`config.mk`:
```
export PLATFORM = sky130hd
export DESIGN_NAME = usb_device_event_status
export DESIGN_NICKNAME = d
export VERILOG_FILES = /design/src/logic/usb_event_pkg.sv /design/src/logic/usb_device_event_status.sv
export SDC_FILE = /design/constraint.sdc
export NUM_CORES = 1
export LEC_CHECK = 0
export BUFFER_PORTS_ARGS = -buffer_cell sky130_fd_sc_hd__buf_4
export CAP_MARGIN = 20
export CORE_ASPECT_RATIO = 0.5
export CORE_MARGIN = 1.5
export CORE_UTILIZATION = 40
export CTS_CLUSTER_DIAMETER = 30
export CTS_CLUSTER_SIZE = 14
export DETAILED_ROUTE_END_ITERATION = 7
export PLACE_DENSITY = 0.6
export REMOVE_ABC_BUFFERS = 1
export SLEW_MARGIN = 20
export SYNTH_ARGS = -nofsm -noshare
export SYNTH_HDL_FRONTEND = slang
export SYNTH_SLANG_ARGS = --single-unit
```
`constraint.sdc`:
```
create_clock -name mclk_in -period 2.36 [get_ports mclk_in]
set_input_delay 0.118 -clock mclk_in [delete_from_list [all_inputs] [get_ports mclk_in]]
set_output_delay 0.118 -clock mclk_in [all_outputs]
set_load 0.03 [all_outputs]
```
`src/logic/usb_event_pkg.sv`:
```
// constants, field layouts and carrier types for the usb event and status block
// assumes a 32-bit apb register bus and one system clock shared with the link logic
package usb_event_pkg;

	// register byte offsets
	localparam logic [11:0] INT_ENABLE_OFS    = 12'h000;
	localparam logic [11:0] INT_STATUS_OFS    = 12'h004;
	localparam logic [11:0] FUNC_ADDR_OFS     = 12'h008;
	localparam logic [11:0] EP_STATUS_OFS     = 12'h00C;
	localparam logic [11:0] BUS_ATTR_OFS      = 12'h010;

	// reset values
	localparam logic [31:0] INT_ENABLE_RST    = 32'h00000000;
	localparam logic [31:0] INT_STATUS_RST    = 32'h00000000;
	localparam logic [6:0]  FUNC_ADDR_RST     = 7'h00;
	localparam logic [2:0]  EP_RESULT_RST     = 3'h0;
	localparam logic [3:0]  BUS_KIND_RST      = 4'h0;

	// interrupt status and enable bit positions
	localparam int          BUS_EVT_BIT       = 0;
	localparam int          TXN_EVT_BIT       = 1;
	localparam int          ATTACH_EVT_BIT    = 2;
	localparam int          WAKE_EVT_BIT      = 3;
	localparam int          IN_NAK_EN_BIT     = 15;
	localparam int          EP_FLAG_LSB       = 16;
	localparam int          SETUP_EVT_BIT     = 31;

	// endpoint status layout, function address and bus kind widths
	localparam int          EP_COUNT          = 8;
	localparam int          EP_RESULT_W       = 3;
	localparam int          EP_RESULT_LSB     = 8;
	localparam int          OVERRUN_BIT       = 7;
	localparam int          FUNC_ADDR_W       = 7;
	localparam int          BUS_KIND_W        = 4;

	// bus result encodings
	localparam logic [2:0]  RES_IN_ACK        = 3'h0;
	localparam logic [2:0]  RES_IN_NAK        = 3'h1;
	localparam logic [2:0]  RES_OUT_DATA0_ACK = 3'h2;
	localparam logic [2:0]  RES_OUT_DATA1_ACK = 3'h6;
	localparam logic [2:0]  RES_SETUP_ACK     = 3'h3;
	localparam logic [2:0]  RES_ISO_END       = 3'h7;

	// one finished transaction, reported by the link logic
	typedef struct packed {
		logic       valid;
		logic [2:0] ep;
		logic [2:0] result;
		logic       overrun;
	} txn_report_t;

	// bus level happenings, each flag a one-cycle pulse, plus the kind of the bus event
	typedef struct packed {
		logic       wake;
		logic       attach_detach;
		logic       bus_event;
		logic [3:0] bus_kind;
	} bus_report_t;

endpackage

```
`src/logic/usb_device_event_status.sv`:
```
// event flags, interrupt status, function address and endpoint bus status of a
// full-speed usb device controller, reached over apb.
// assumes the link logic reports transactions and bus events as one-cycle pulses
// synchronous to mclk_in, and that apb signals are synchronous to mclk_in.
`timescale 1ns/1ps

module usb_device_event_status #(
	parameter int ADDR_W = 12
) (
	input  wire logic                           mclk_in,
	input  wire logic                           resetn_in,
	input  wire logic                           psel_in,
	input  wire logic                           penable_in,
	input  wire logic                           pwrite_in,
	input  wire logic [ADDR_W-1:0]              paddr_in,
	input  wire logic [31:0]                    pwdata_in,
	input  wire logic [3:0]                     pstrb_in,
	output logic      [31:0]                    prdata_out,
	output logic                                pready_out,
	output logic                                pslverr_out,
	input  wire usb_event_pkg::txn_report_t     txn_in,
	input  wire usb_event_pkg::bus_report_t     bus_in,
	output logic [usb_event_pkg::FUNC_ADDR_W-1:0] function_address_out,
	output logic                                in_nak_report_enable_out,
	output logic                                irq_out
);

	// apb access decode
	logic                                   access_q;
	logic                                   err_q;
	logic [31:0]                            rdata_q;
	logic                                   commit;
	logic                                   wr_commit;
	logic                                   hit;
	logic [31:0]                            wmask;
	logic [31:0]                            rd_mux;

	// stored state
	logic [31:0]                            int_enable_q;
	logic [usb_event_pkg::EP_COUNT-1:0]     ep_flags_q;
	logic [usb_event_pkg::EP_COUNT-1:0]     ep_flags_d;
	logic                                   setup_flag_q;
	logic                                   setup_flag_d;
	logic                                   txn_flag_q;
	logic                                   txn_flag_d;
	logic                                   wake_flag_q;
	logic                                   attach_flag_q;
	logic                                   bus_flag_q;
	logic [usb_event_pkg::FUNC_ADDR_W-1:0]  func_addr_q;
	logic [usb_event_pkg::EP_COUNT-1:0][usb_event_pkg::EP_RESULT_W-1:0] ep_result_q;
	logic                                   overrun_q;
	logic [usb_event_pkg::BUS_KIND_W-1:0]   bus_kind_q;
	logic                                   irq_q;

	// event qualification
	logic                                   txn_report;
	logic [usb_event_pkg::EP_COUNT-1:0]     ep_set;
	logic                                   setup_set;
	logic [31:0]                            w1c;
	logic [31:0]                            irq_src_mask;
	logic [31:0]                            status_now;

	// one wait state: the access phase is answered on its second edge, so the
	// read mux is registered and outputs stay straight from flip-flops
	assign commit    = psel_in && penable_in && access_q;
	assign wr_commit = commit && pwrite_in && !err_q;

	always_comb begin
		wmask = 32'h00000000;
		for (int b = 0; b < 4; b++) begin
			wmask[b*8 +: 8] = {8{pstrb_in[b]}};
		end
	end

	always_comb begin
		hit = 1'b1;
		case (paddr_in[11:0])
			usb_event_pkg::INT_ENABLE_OFS: rd_mux = int_enable_q;
			usb_event_pkg::INT_STATUS_OFS: rd_mux = status_now;
			usb_event_pkg::FUNC_ADDR_OFS:  rd_mux = {25'h0000000, func_addr_q};
			usb_event_pkg::EP_STATUS_OFS:  rd_mux = {ep_result_q, overrun_q, 7'h00};
			usb_event_pkg::BUS_ATTR_OFS:   rd_mux = {28'h0000000, bus_kind_q};
			default: begin
				rd_mux = 32'h00000000;
				hit    = 1'b0;
			end
		endcase
	end

	always_ff @(posedge mclk_in or negedge resetn_in) begin
		if (!resetn_in) begin
			access_q <= 1'b0;
			err_q    <= 1'b0;
			rdata_q  <= 32'h00000000;
		end else if (psel_in && penable_in && !access_q) begin
			access_q <= 1'b1;
			// writes to the read-only status register are refused as well
			err_q    <= !hit || (pwrite_in &&
				paddr_in[11:0] == usb_event_pkg::EP_STATUS_OFS);
			rdata_q  <= pwrite_in ? 32'h00000000 : rd_mux;
		end else begin
			access_q <= 1'b0;
			err_q    <= 1'b0;
		end
	end

	assign prdata_out  = rdata_q;
	assign pready_out  = access_q;
	assign pslverr_out = err_q;

	// write-one-to-clear strobes, honouring byte lanes
	always_comb begin
		w1c = 32'h00000000;
		if (wr_commit && paddr_in[11:0] == usb_event_pkg::INT_STATUS_OFS) begin
			w1c = pwdata_in & wmask;
		end
	end

	assign txn_report = txn_in.valid &&
		(txn_in.result != usb_event_pkg::RES_IN_NAK || int_enable_q[usb_event_pkg::IN_NAK_EN_BIT]);
	assign setup_set  = txn_report && txn_in.result == usb_event_pkg::RES_SETUP_ACK;

	generate
		for (genvar e = 0; e < usb_event_pkg::EP_COUNT; e++) begin : g_ep
			assign ep_set[e] = txn_report && txn_in.ep == 3'(e);
			// set wins over a clear in the same cycle
			assign ep_flags_d[e] = ep_set[e] || (ep_flags_q[e] &&
				!w1c[usb_event_pkg::EP_FLAG_LSB + e] && !w1c[usb_event_pkg::TXN_EVT_BIT]);

			always_ff @(posedge mclk_in or negedge resetn_in) begin
				if (!resetn_in) begin
					ep_result_q[e] <= usb_event_pkg::EP_RESULT_RST;
				end else if (ep_set[e]) begin
					ep_result_q[e] <= txn_in.result;
				end
			end
		end
	endgenerate

	assign setup_flag_d = setup_set || (setup_flag_q && !w1c[usb_event_pkg::SETUP_EVT_BIT]);

	always_comb begin
		if (txn_report) begin
			txn_flag_d = 1'b1;
		end else if (w1c[usb_event_pkg::TXN_EVT_BIT]) begin
			txn_flag_d = 1'b0;
		end else if (ep_flags_d == '0 && !setup_flag_d) begin
			txn_flag_d = 1'b0;
		end else begin
			txn_flag_d = txn_flag_q;
		end
	end

	always_ff @(posedge mclk_in or negedge resetn_in) begin
		if (!resetn_in) begin
			ep_flags_q <= '0;
		end else begin
			ep_flags_q <= ep_flags_d;
		end
	end

	always_ff @(posedge mclk_in or negedge resetn_in) begin
		if (!resetn_in) begin
			setup_flag_q <= 1'b0;
		end else begin
			setup_flag_q <= setup_flag_d;
		end
	end

	always_ff @(posedge mclk_in or negedge resetn_in) begin
		if (!resetn_in) begin
			txn_flag_q <= 1'b0;
		end else begin
			txn_flag_q <= txn_flag_d;
		end
	end

	always_ff @(posedge mclk_in or negedge resetn_in) begin
		if (!resetn_in) begin
			wake_flag_q <= 1'b0;
		end else begin
			wake_flag_q <= bus_in.wake ||
				(wake_flag_q && !w1c[usb_event_pkg::WAKE_EVT_BIT]);
		end
	end

	always_ff @(posedge mclk_in or negedge resetn_in) begin
		if (!resetn_in) begin
			attach_flag_q <= 1'b0;
		end else begin
			attach_flag_q <= bus_in.attach_detach ||
				(attach_flag_q && !w1c[usb_event_pkg::ATTACH_EVT_BIT]);
		end
	end

	always_ff @(posedge mclk_in or negedge resetn_in) begin
		if (!resetn_in) begin
			bus_flag_q <= 1'b0;
		end else begin
			bus_flag_q <= bus_in.bus_event ||
				(bus_flag_q && !w1c[usb_event_pkg::BUS_EVT_BIT]);
		end
	end

	always_ff @(posedge mclk_in or negedge resetn_in) begin
		if (!resetn_in) begin
			bus_kind_q <= usb_event_pkg::BUS_KIND_RST;
		end else if (bus_in.bus_event) begin
			bus_kind_q <= bus_in.bus_kind;
		end
	end

	always_ff @(posedge mclk_in or negedge resetn_in) begin
		if (!resetn_in) begin
			overrun_q <= 1'b0;
		end else if (txn_report) begin
			overrun_q <= txn_in.overrun;
		end
	end

	always_ff @(posedge mclk_in or negedge resetn_in) begin
		if (!resetn_in) begin
			func_addr_q <= usb_event_pkg::FUNC_ADDR_RST;
		end else if (wr_commit && paddr_in[11:0] == usb_event_pkg::FUNC_ADDR_OFS &&
			pstrb_in[0]) begin
			func_addr_q <= pwdata_in[usb_event_pkg::FUNC_ADDR_W-1:0];
		end
	end

	// enable register: same layout as status, plus the nak report control
	always_ff @(posedge mclk_in or negedge resetn_in) begin
		if (!resetn_in) begin
			int_enable_q <= usb_event_pkg::INT_ENABLE_RST;
		end else if (wr_commit && paddr_in[11:0] == usb_event_pkg::INT_ENABLE_OFS) begin
			int_enable_q <= (int_enable_q & ~wmask) | (pwdata_in & wmask);
		end
	end

	always_comb begin
		status_now = usb_event_pkg::INT_STATUS_RST;
		status_now[usb_event_pkg::SETUP_EVT_BIT] = setup_flag_q;
		status_now[usb_event_pkg::EP_FLAG_LSB +: usb_event_pkg::EP_COUNT] = ep_flags_q;
		status_now[usb_event_pkg::WAKE_EVT_BIT]   = wake_flag_q;
		status_now[usb_event_pkg::ATTACH_EVT_BIT] = attach_flag_q;
		status_now[usb_event_pkg::TXN_EVT_BIT]    = txn_flag_q;
		status_now[usb_event_pkg::BUS_EVT_BIT]    = bus_flag_q;
	end

	// interrupt sources: setup, endpoint flags and the four low flags;
	// bit 15 of the enable word is the nak report control, never a source
	always_comb begin
		irq_src_mask = '0;
		irq_src_mask[usb_event_pkg::SETUP_EVT_BIT] = 1'b1;
		irq_src_mask[usb_event_pkg::EP_FLAG_LSB +: usb_event_pkg::EP_COUNT] = '1;
		irq_src_mask[usb_event_pkg::WAKE_EVT_BIT] = 1'b1;
		irq_src_mask[usb_event_pkg::ATTACH_EVT_BIT] = 1'b1;
		irq_src_mask[usb_event_pkg::TXN_EVT_BIT] = 1'b1;
		irq_src_mask[usb_event_pkg::BUS_EVT_BIT] = 1'b1;
	end

	always_ff @(posedge mclk_in or negedge resetn_in) begin
		if (!resetn_in) begin
			irq_q <= 1'b0;
		end else begin
			irq_q <= |(status_now & int_enable_q & irq_src_mask);
		end
	end

	assign irq_out                  = irq_q;
	assign function_address_out     = func_addr_q;
	assign in_nak_report_enable_out = int_enable_q[usb_event_pkg::IN_NAK_EN_BIT];

endmodule

```
=== Word-level counts from Yosys, hierarchy flattened ===
Index checks and enable logic that the tools add are counted.

* Multiplexer cells: 9
* Reduce and logical (&&, ||, !) cells: 78
* Equality and inequality tests: 13
* Bitwise gates (word level): 5

{| class="wikitable"
|+ Operator list
! operator !! number
|-
| $pmux W32 S5 || 1
|-
| $and A32 B32 Y32 || 3
|-
| $mux W32 || 2
|-
| $logic_and A1 B1 Y1 || 41
|-
| $not A32 Y32 || 1
|-
| $or A32 B32 Y32 || 1
|-
| $eq A12 B4 Y1 const B || 2
|-
| $logic_not A1 Y1 || 17
|-
| $logic_or A1 B1 Y1 || 14
|-
| $reduce_or A13 Y1 || 1
|-
| $eq A12 B3 Y1 const B || 1
|-
| $eq A12 B5 Y1 const B || 1
|-
| $eq A3 B3 Y1 const B || 4
|-
| $logic_not A12 Y1 || 1
|-
| $eq A3 B2 Y1 const B || 3
|-
| $logic_not A8 Y1 || 1
|-
| $mux W1 || 6
|-
| $reduce_or A5 Y1 || 1
|-
| $eq A3 B1 Y1 const B || 1
|-
| $logic_not A3 Y1 || 1
|-
| $ne A3 B1 Y1 const B || 1
|-
| $reduce_bool A3 Y1 || 1
|}

* Logic and storage cells: 127
* Output and inout port bits: 43
* Input bits: 68
* Flip-flop bits (word level): 116

=== Longest topological paths before layout ===
* Word-level depth: 15
* Depth in mapped cells: 8
* Mapped depth without buffers: 5

=== Worst setup path after synthesis ===
OpenSTA, ideal clock, no wires.

* Path kind: register -> register
* Start: reg access_q, in the netlist pready_out
* End: reg rdata_q[4], in the netlist prdata_out[4]
* Period minus slack after synthesis: 1,933 ps
* Arrival: 1,856 ps
* Data required time: 2,284 ps
* Stages on the path, launching flop included: 7
* Buffers on the path: 2
* Library setup time: 76 ps
* Path slack: 427 ps
* Path through: dfrtp_1 or2_2 clkbuf_1 or4b_4 buf_6 nand2b_4 o21ai_1

* Cells in the longest elaborated chain, start to end: 2

{| class="wikitable"
|+ RTL lines
! item !! line !! text
|-
| start, declared || usb_device_event_status.sv:29 || <nowiki>logic access_q;</nowiki>
|-
| start signal, assigned || usb_device_event_status.sv:92 || <nowiki>access_q <= 1'b0;</nowiki>
|-
| start signal, assigned || usb_device_event_status.sv:96 || <nowiki>access_q <= 1'b1;</nowiki>
|-
| start signal, assigned || usb_device_event_status.sv:102 || <nowiki>access_q <= 1'b0;</nowiki>
|-
| $logic_not A1 Y1 || usb_device_event_status.sv:95 || <nowiki>end else if (psel_in && penable_in && !access_q) begin</nowiki>
|-
| $logic_and A1 B1 Y1 || usb_device_event_status.sv:95 ||
|-
| end signal, assigned || usb_device_event_status.sv:100 || <nowiki>rdata_q <= pwrite_in ? 32'h00000000 : rd_mux;</nowiki>
|-
| end, declared || usb_device_event_status.sv:31 || <nowiki>logic [31:0] rdata_q;</nowiki>
|}

No other way between the ends.
A chain may end at the register's enable or synchronous reset.

=== Final worst setup path ===
* Start: reg err_q, in the netlist pslverr_out
* End: reg func_addr_q (netlist bit function_address_out[0])

* Cells in the longest elaborated chain, start to end: 4

{| class="wikitable"
|+ RTL lines
! item !! line !! text
|-
| start, declared || usb_device_event_status.sv:30 || <nowiki>logic err_q;</nowiki>
|-
| start signal, assigned || usb_device_event_status.sv:98 || <nowiki>err_q <= !hit || (pwrite_in &&</nowiki>
|-
| $logic_not A1 Y1 || usb_device_event_status.sv:66 || <nowiki>assign wr_commit = commit && pwrite_in && !err_q;</nowiki>
|-
| $logic_and A1 B1 Y1 || usb_device_event_status.sv:66 ||
|-
| $logic_and A1 B1 Y1 (2 in series) || usb_device_event_status.sv:224 || <nowiki>end else if (wr_commit && paddr_in[11:0] == usb_event_pkg::FUNC_ADDR_OFS &&</nowiki>
|-
| end signal, assigned || usb_device_event_status.sv:223 || <nowiki>func_addr_q <= usb_event_pkg::FUNC_ADDR_RST;</nowiki>
|-
| end signal, assigned || usb_device_event_status.sv:226 || <nowiki>func_addr_q <= pwdata_in[usb_event_pkg::FUNC_ADDR_W-1:0];</nowiki>
|-
| end, declared || usb_device_event_status.sv:49 || <nowiki>logic [usb_event_pkg::FUNC_ADDR_W-1:0] func_addr_q;</nowiki>
|}

No other way between the ends.

==> qor.log <==
[floorplanning] Floorplan Core Area 12100 sq um
[setup_path] CP required 2650 ps
[yosys] Syn Inst Count 423
[setup_path] WP data arrival 2250 ps
[finish] count of non-filler cells in the finished layout 764
[timing] tightest slew margin relative to the limit 58.1%
[placement] Final HPWL DP 8940 microns
[finish] commonest cells after routing, fill and taps aside buf_4, dfrtp_1, mux2_2
[yosys] per-instance average area after synthesis 12.0 sq um
[timing] count of final setup violators 0
[detailed_routing] number of nets still failing antenna checks after routing 0
[yosys] Post-synth ARST share 100%
[setup_path] reg2reg start pslverr_out$_DFF_PN0_
[detailed_routing] Initial DRC Count 333
[floorplanning] FP Rows 28
[global_route] maximum number of pins on one net before global-route repair 83
[detailed_routing] number of remaining DRC errors 0
[yosys] part of the Yosys area used for sequential elements 57.0%
[setup_path] number of cells on the worst reg-to-reg path 4
[clock_tree] count of clock tree sinks 116
[yosys] Unique masters post-synth 45
[yosys] XOR/XNOR share of the synthesized area 0%
[clock_tree] level count of the clock H-tree 4
[setup_path] Worst Setup Path Type reg2reg
[floorplanning] width of the die 163 microns
[setup_path] crit start category register
[global_route] via count of the first global-routing pass 4061
[setup_path] reg2reg setup slack 410 ps
[detailed_routing] Detailed Routing Iterations Pass 1 6
[setup_path] timing endpoint of the critical path function_address_out[0]$_DFFE_PN0P_
[yosys] mux share of post-synthesis cell area 16.2%
[timing] final-report hold violation count 0
[setup_path] critical path endpoint category register
[yosys] Synth top area share 57.0%
[clock_tree] Max clock buf depth 2
[yosys] cell area after synthesis 5100 sq um
[global_route] number of antenna violations at the first check in global routing 0
[setup_path] Critical R2R Capture function_address_out[0]$_DFFE_PN0P_
[floorplanning] Chip Height 82.8 microns
[timing] Peak Freq 0.512 GHz
[yosys] flops & latches, synth 116
[finish] area grow syn2layout 41.1%
[timing] total negative slack 0 ps
[floorplanning] count of boundary I/O pins 111
[outcome] outcome completed
[yosys] Synth area leaders dfrtp_1, mux2_2, nand2_1
[floorplanning] die outline area 13500 sq um
[timing] slew at the pin closest to its max-slew limit 620 ps
[yosys] compound-cell area share of the yosys netlist 13.1%
[hold_path] hold crit path type in2reg
[clock_tree] TritonCTS clock tree built
[power] worst supply voltage drop on vdd 0.000433 V
[yosys] number of synthesized flops with an enable pin 0
[yosys] most common flop cell mapped by yosys dfrtp_1
[yosys] largest area contributor in the synthesized netlist dfrtp_1
[setup_path] launching element of the worst setup path pslverr_out$_DFF_PN0_
[timing] largest clock skew in the final design 5.47 ps
[setup_path] highest net fanout along the worst path 7
[placement] total of buffers placed on input and output ports 110
[timing] Tcrit/Tclk final 82.7%
[global_route] Total Routing Usage GR 21.2%
[detailed_routing] Via Count 4029
[flow_run] number of max-cap violations 0
[floorplanning] effective utilization at floorplan 42.0%
[yosys] area share of fa/ha/maj cells after synthesis 0%
[clock_tree] source-to-sink clock delay at the later pin of the worst-skew pair 410 ps
[timing] setup repair after global routing missed its margin false
[placement] Final GP Congestion 0.761
[power] leak pwr 0.00342 uW
[yosys] largest family of logic cells by synthesized area multiplexers
[finish] share of post-route cells with drive strength above 1 38.2%
[clock_tree] Setup Fix Bufs, Post-CTS 0
[yosys] Post-Synth Simple-Gate Area 10.9%
[clock_tree] library cell used as clock root buffer clkbuf_16
[finish] FILL cells 1052
[power] Power Dens Cells 749 nW/um^2
[detailed_routing] post-DR vias/cell 5.27
[global_route] global-route wire length before repair 21800 microns
[placement] DP Cell Count 691
[global_route] remaining global-route overflow 0
[clock_tree] TritonCTS Buffers 17
[clock_tree] clock slew seen by the registers of the worst setup and hold paths 50 ps
[timing] final-report max-slew violation count 0
[finish] most common cell after layout, fill and taps aside buf_4
[finish] total inserted antenna cells 0
[timing] time the final worst path needs with I/O delays and setup 1950 ps
[detailed_routing] mean routed wirelength per cell 17.7 microns
[finish] nets@finish 655
[detailed_routing] final routed wirelength across all metal layers 13500 microns
[yosys] synthesis warning total 0
==> cells in the mapped netlist (4+ instances only) <==
master    instances
and4_1            4
mux2i_1           7
dfrtp_1         116
clkbuf_1          9
inv_1             8
nand2_1          54
a222oi_1         10
and2_1            4
and3_1            5
a31oi_1           4
nor2_1            8
nand3_1           8
buf_2             9
mux2_2           66
a22oi_1          22
o21ai_0          40
a21o_1            4
==> layer usage <==
layer	up-vias	part of all wire, %	GRT usage, %
met5	-	0	0
met4	0	1.0	6.76
met3	13	5.1	4.70
met2	108	46	31.8
met1	2018	48	30.5
li1	1890	-	-
==> metrics by stage <==
step           cell area (sq um)  hold slack (ps)  total power, uW  utilization [%]  setup WS [ps]
3_3_place_gp                6130              101             2550             50.6            308
6_report                    7190             34.4             5380             59.3            408
3_5_place_dp                6130              104             2560             50.6            257
5_1_grt                     7190             49.5             5570             59.3            278
4_1_cts                     7190             26.1             5420             59.3            406
2_1_floorplan               4980             -178             2330                -            175
==> cell families after synthesis <==
group | after synthesis
DFF | 116
and+or+nand+nor | 105
AOI/OAI and AO/OA | 98
muxes | 74
buffers and inverters | 30
==> layout make-up <==
cell class	instances	area, sq um	share of cell area [%]
Tap cell	165	206	2.87
Timing Repair Buffer	167	1370	19.1
Clock inverter	10	179	2.49
Multi-Input combinational cell	277	2040	28.4
Sequential cell	116	2900	40.4
Clock buffer	21	460	6.40
Inverter	8	30.0	0.417
==> worst max-delay path, cell delays in order (launching register included) <==
cell and delay (ps):
dfrtp_1 400, and4b_1 290, and2_1 260, and4_1 500, mux2_2 380
==> worst min-delay path by stage <==
stage / from / end / slack [ps] / cells after the start
global placement: resetn_in / ep_result_q[16]$_DFFE_PN0P_ / 100 / 1
detailed placement: resetn_in / ep_result_q[16]$_DFFE_PN0P_ / 100 / 1
finish: txn_in[2] / setup_flag_q$_DFF_PN0_ / 30 / 3
global route: txn_in[1] / ep_result_q[18]$_DFFE_PN0P_ / 50 / 2
CTS: txn_in[2] / setup_flag_q$_DFF_PN0_ / 30 / 3
floorplan: resetn_in / async pin / -180 / 0
==> power by group <==
| part | internal (uW) | leakage [uW] | switching [uW] |
|---|---|---|---|
| clock network | 1920 | 0.000317 | 893 |
| logic | 228 | 0.00161 | 173 |
| registers | 2110 | 0.00150 | 67.4 |
| total | 4250 | 0.00342 | 1130 |
==> repair_timing <==
item                                   CTS  global route
resized for setup                        0             0
hold buffers                            42             0
endpoints found under the hold margin   82             0
No activity file was read; power rests on OpenSTA's default activity.
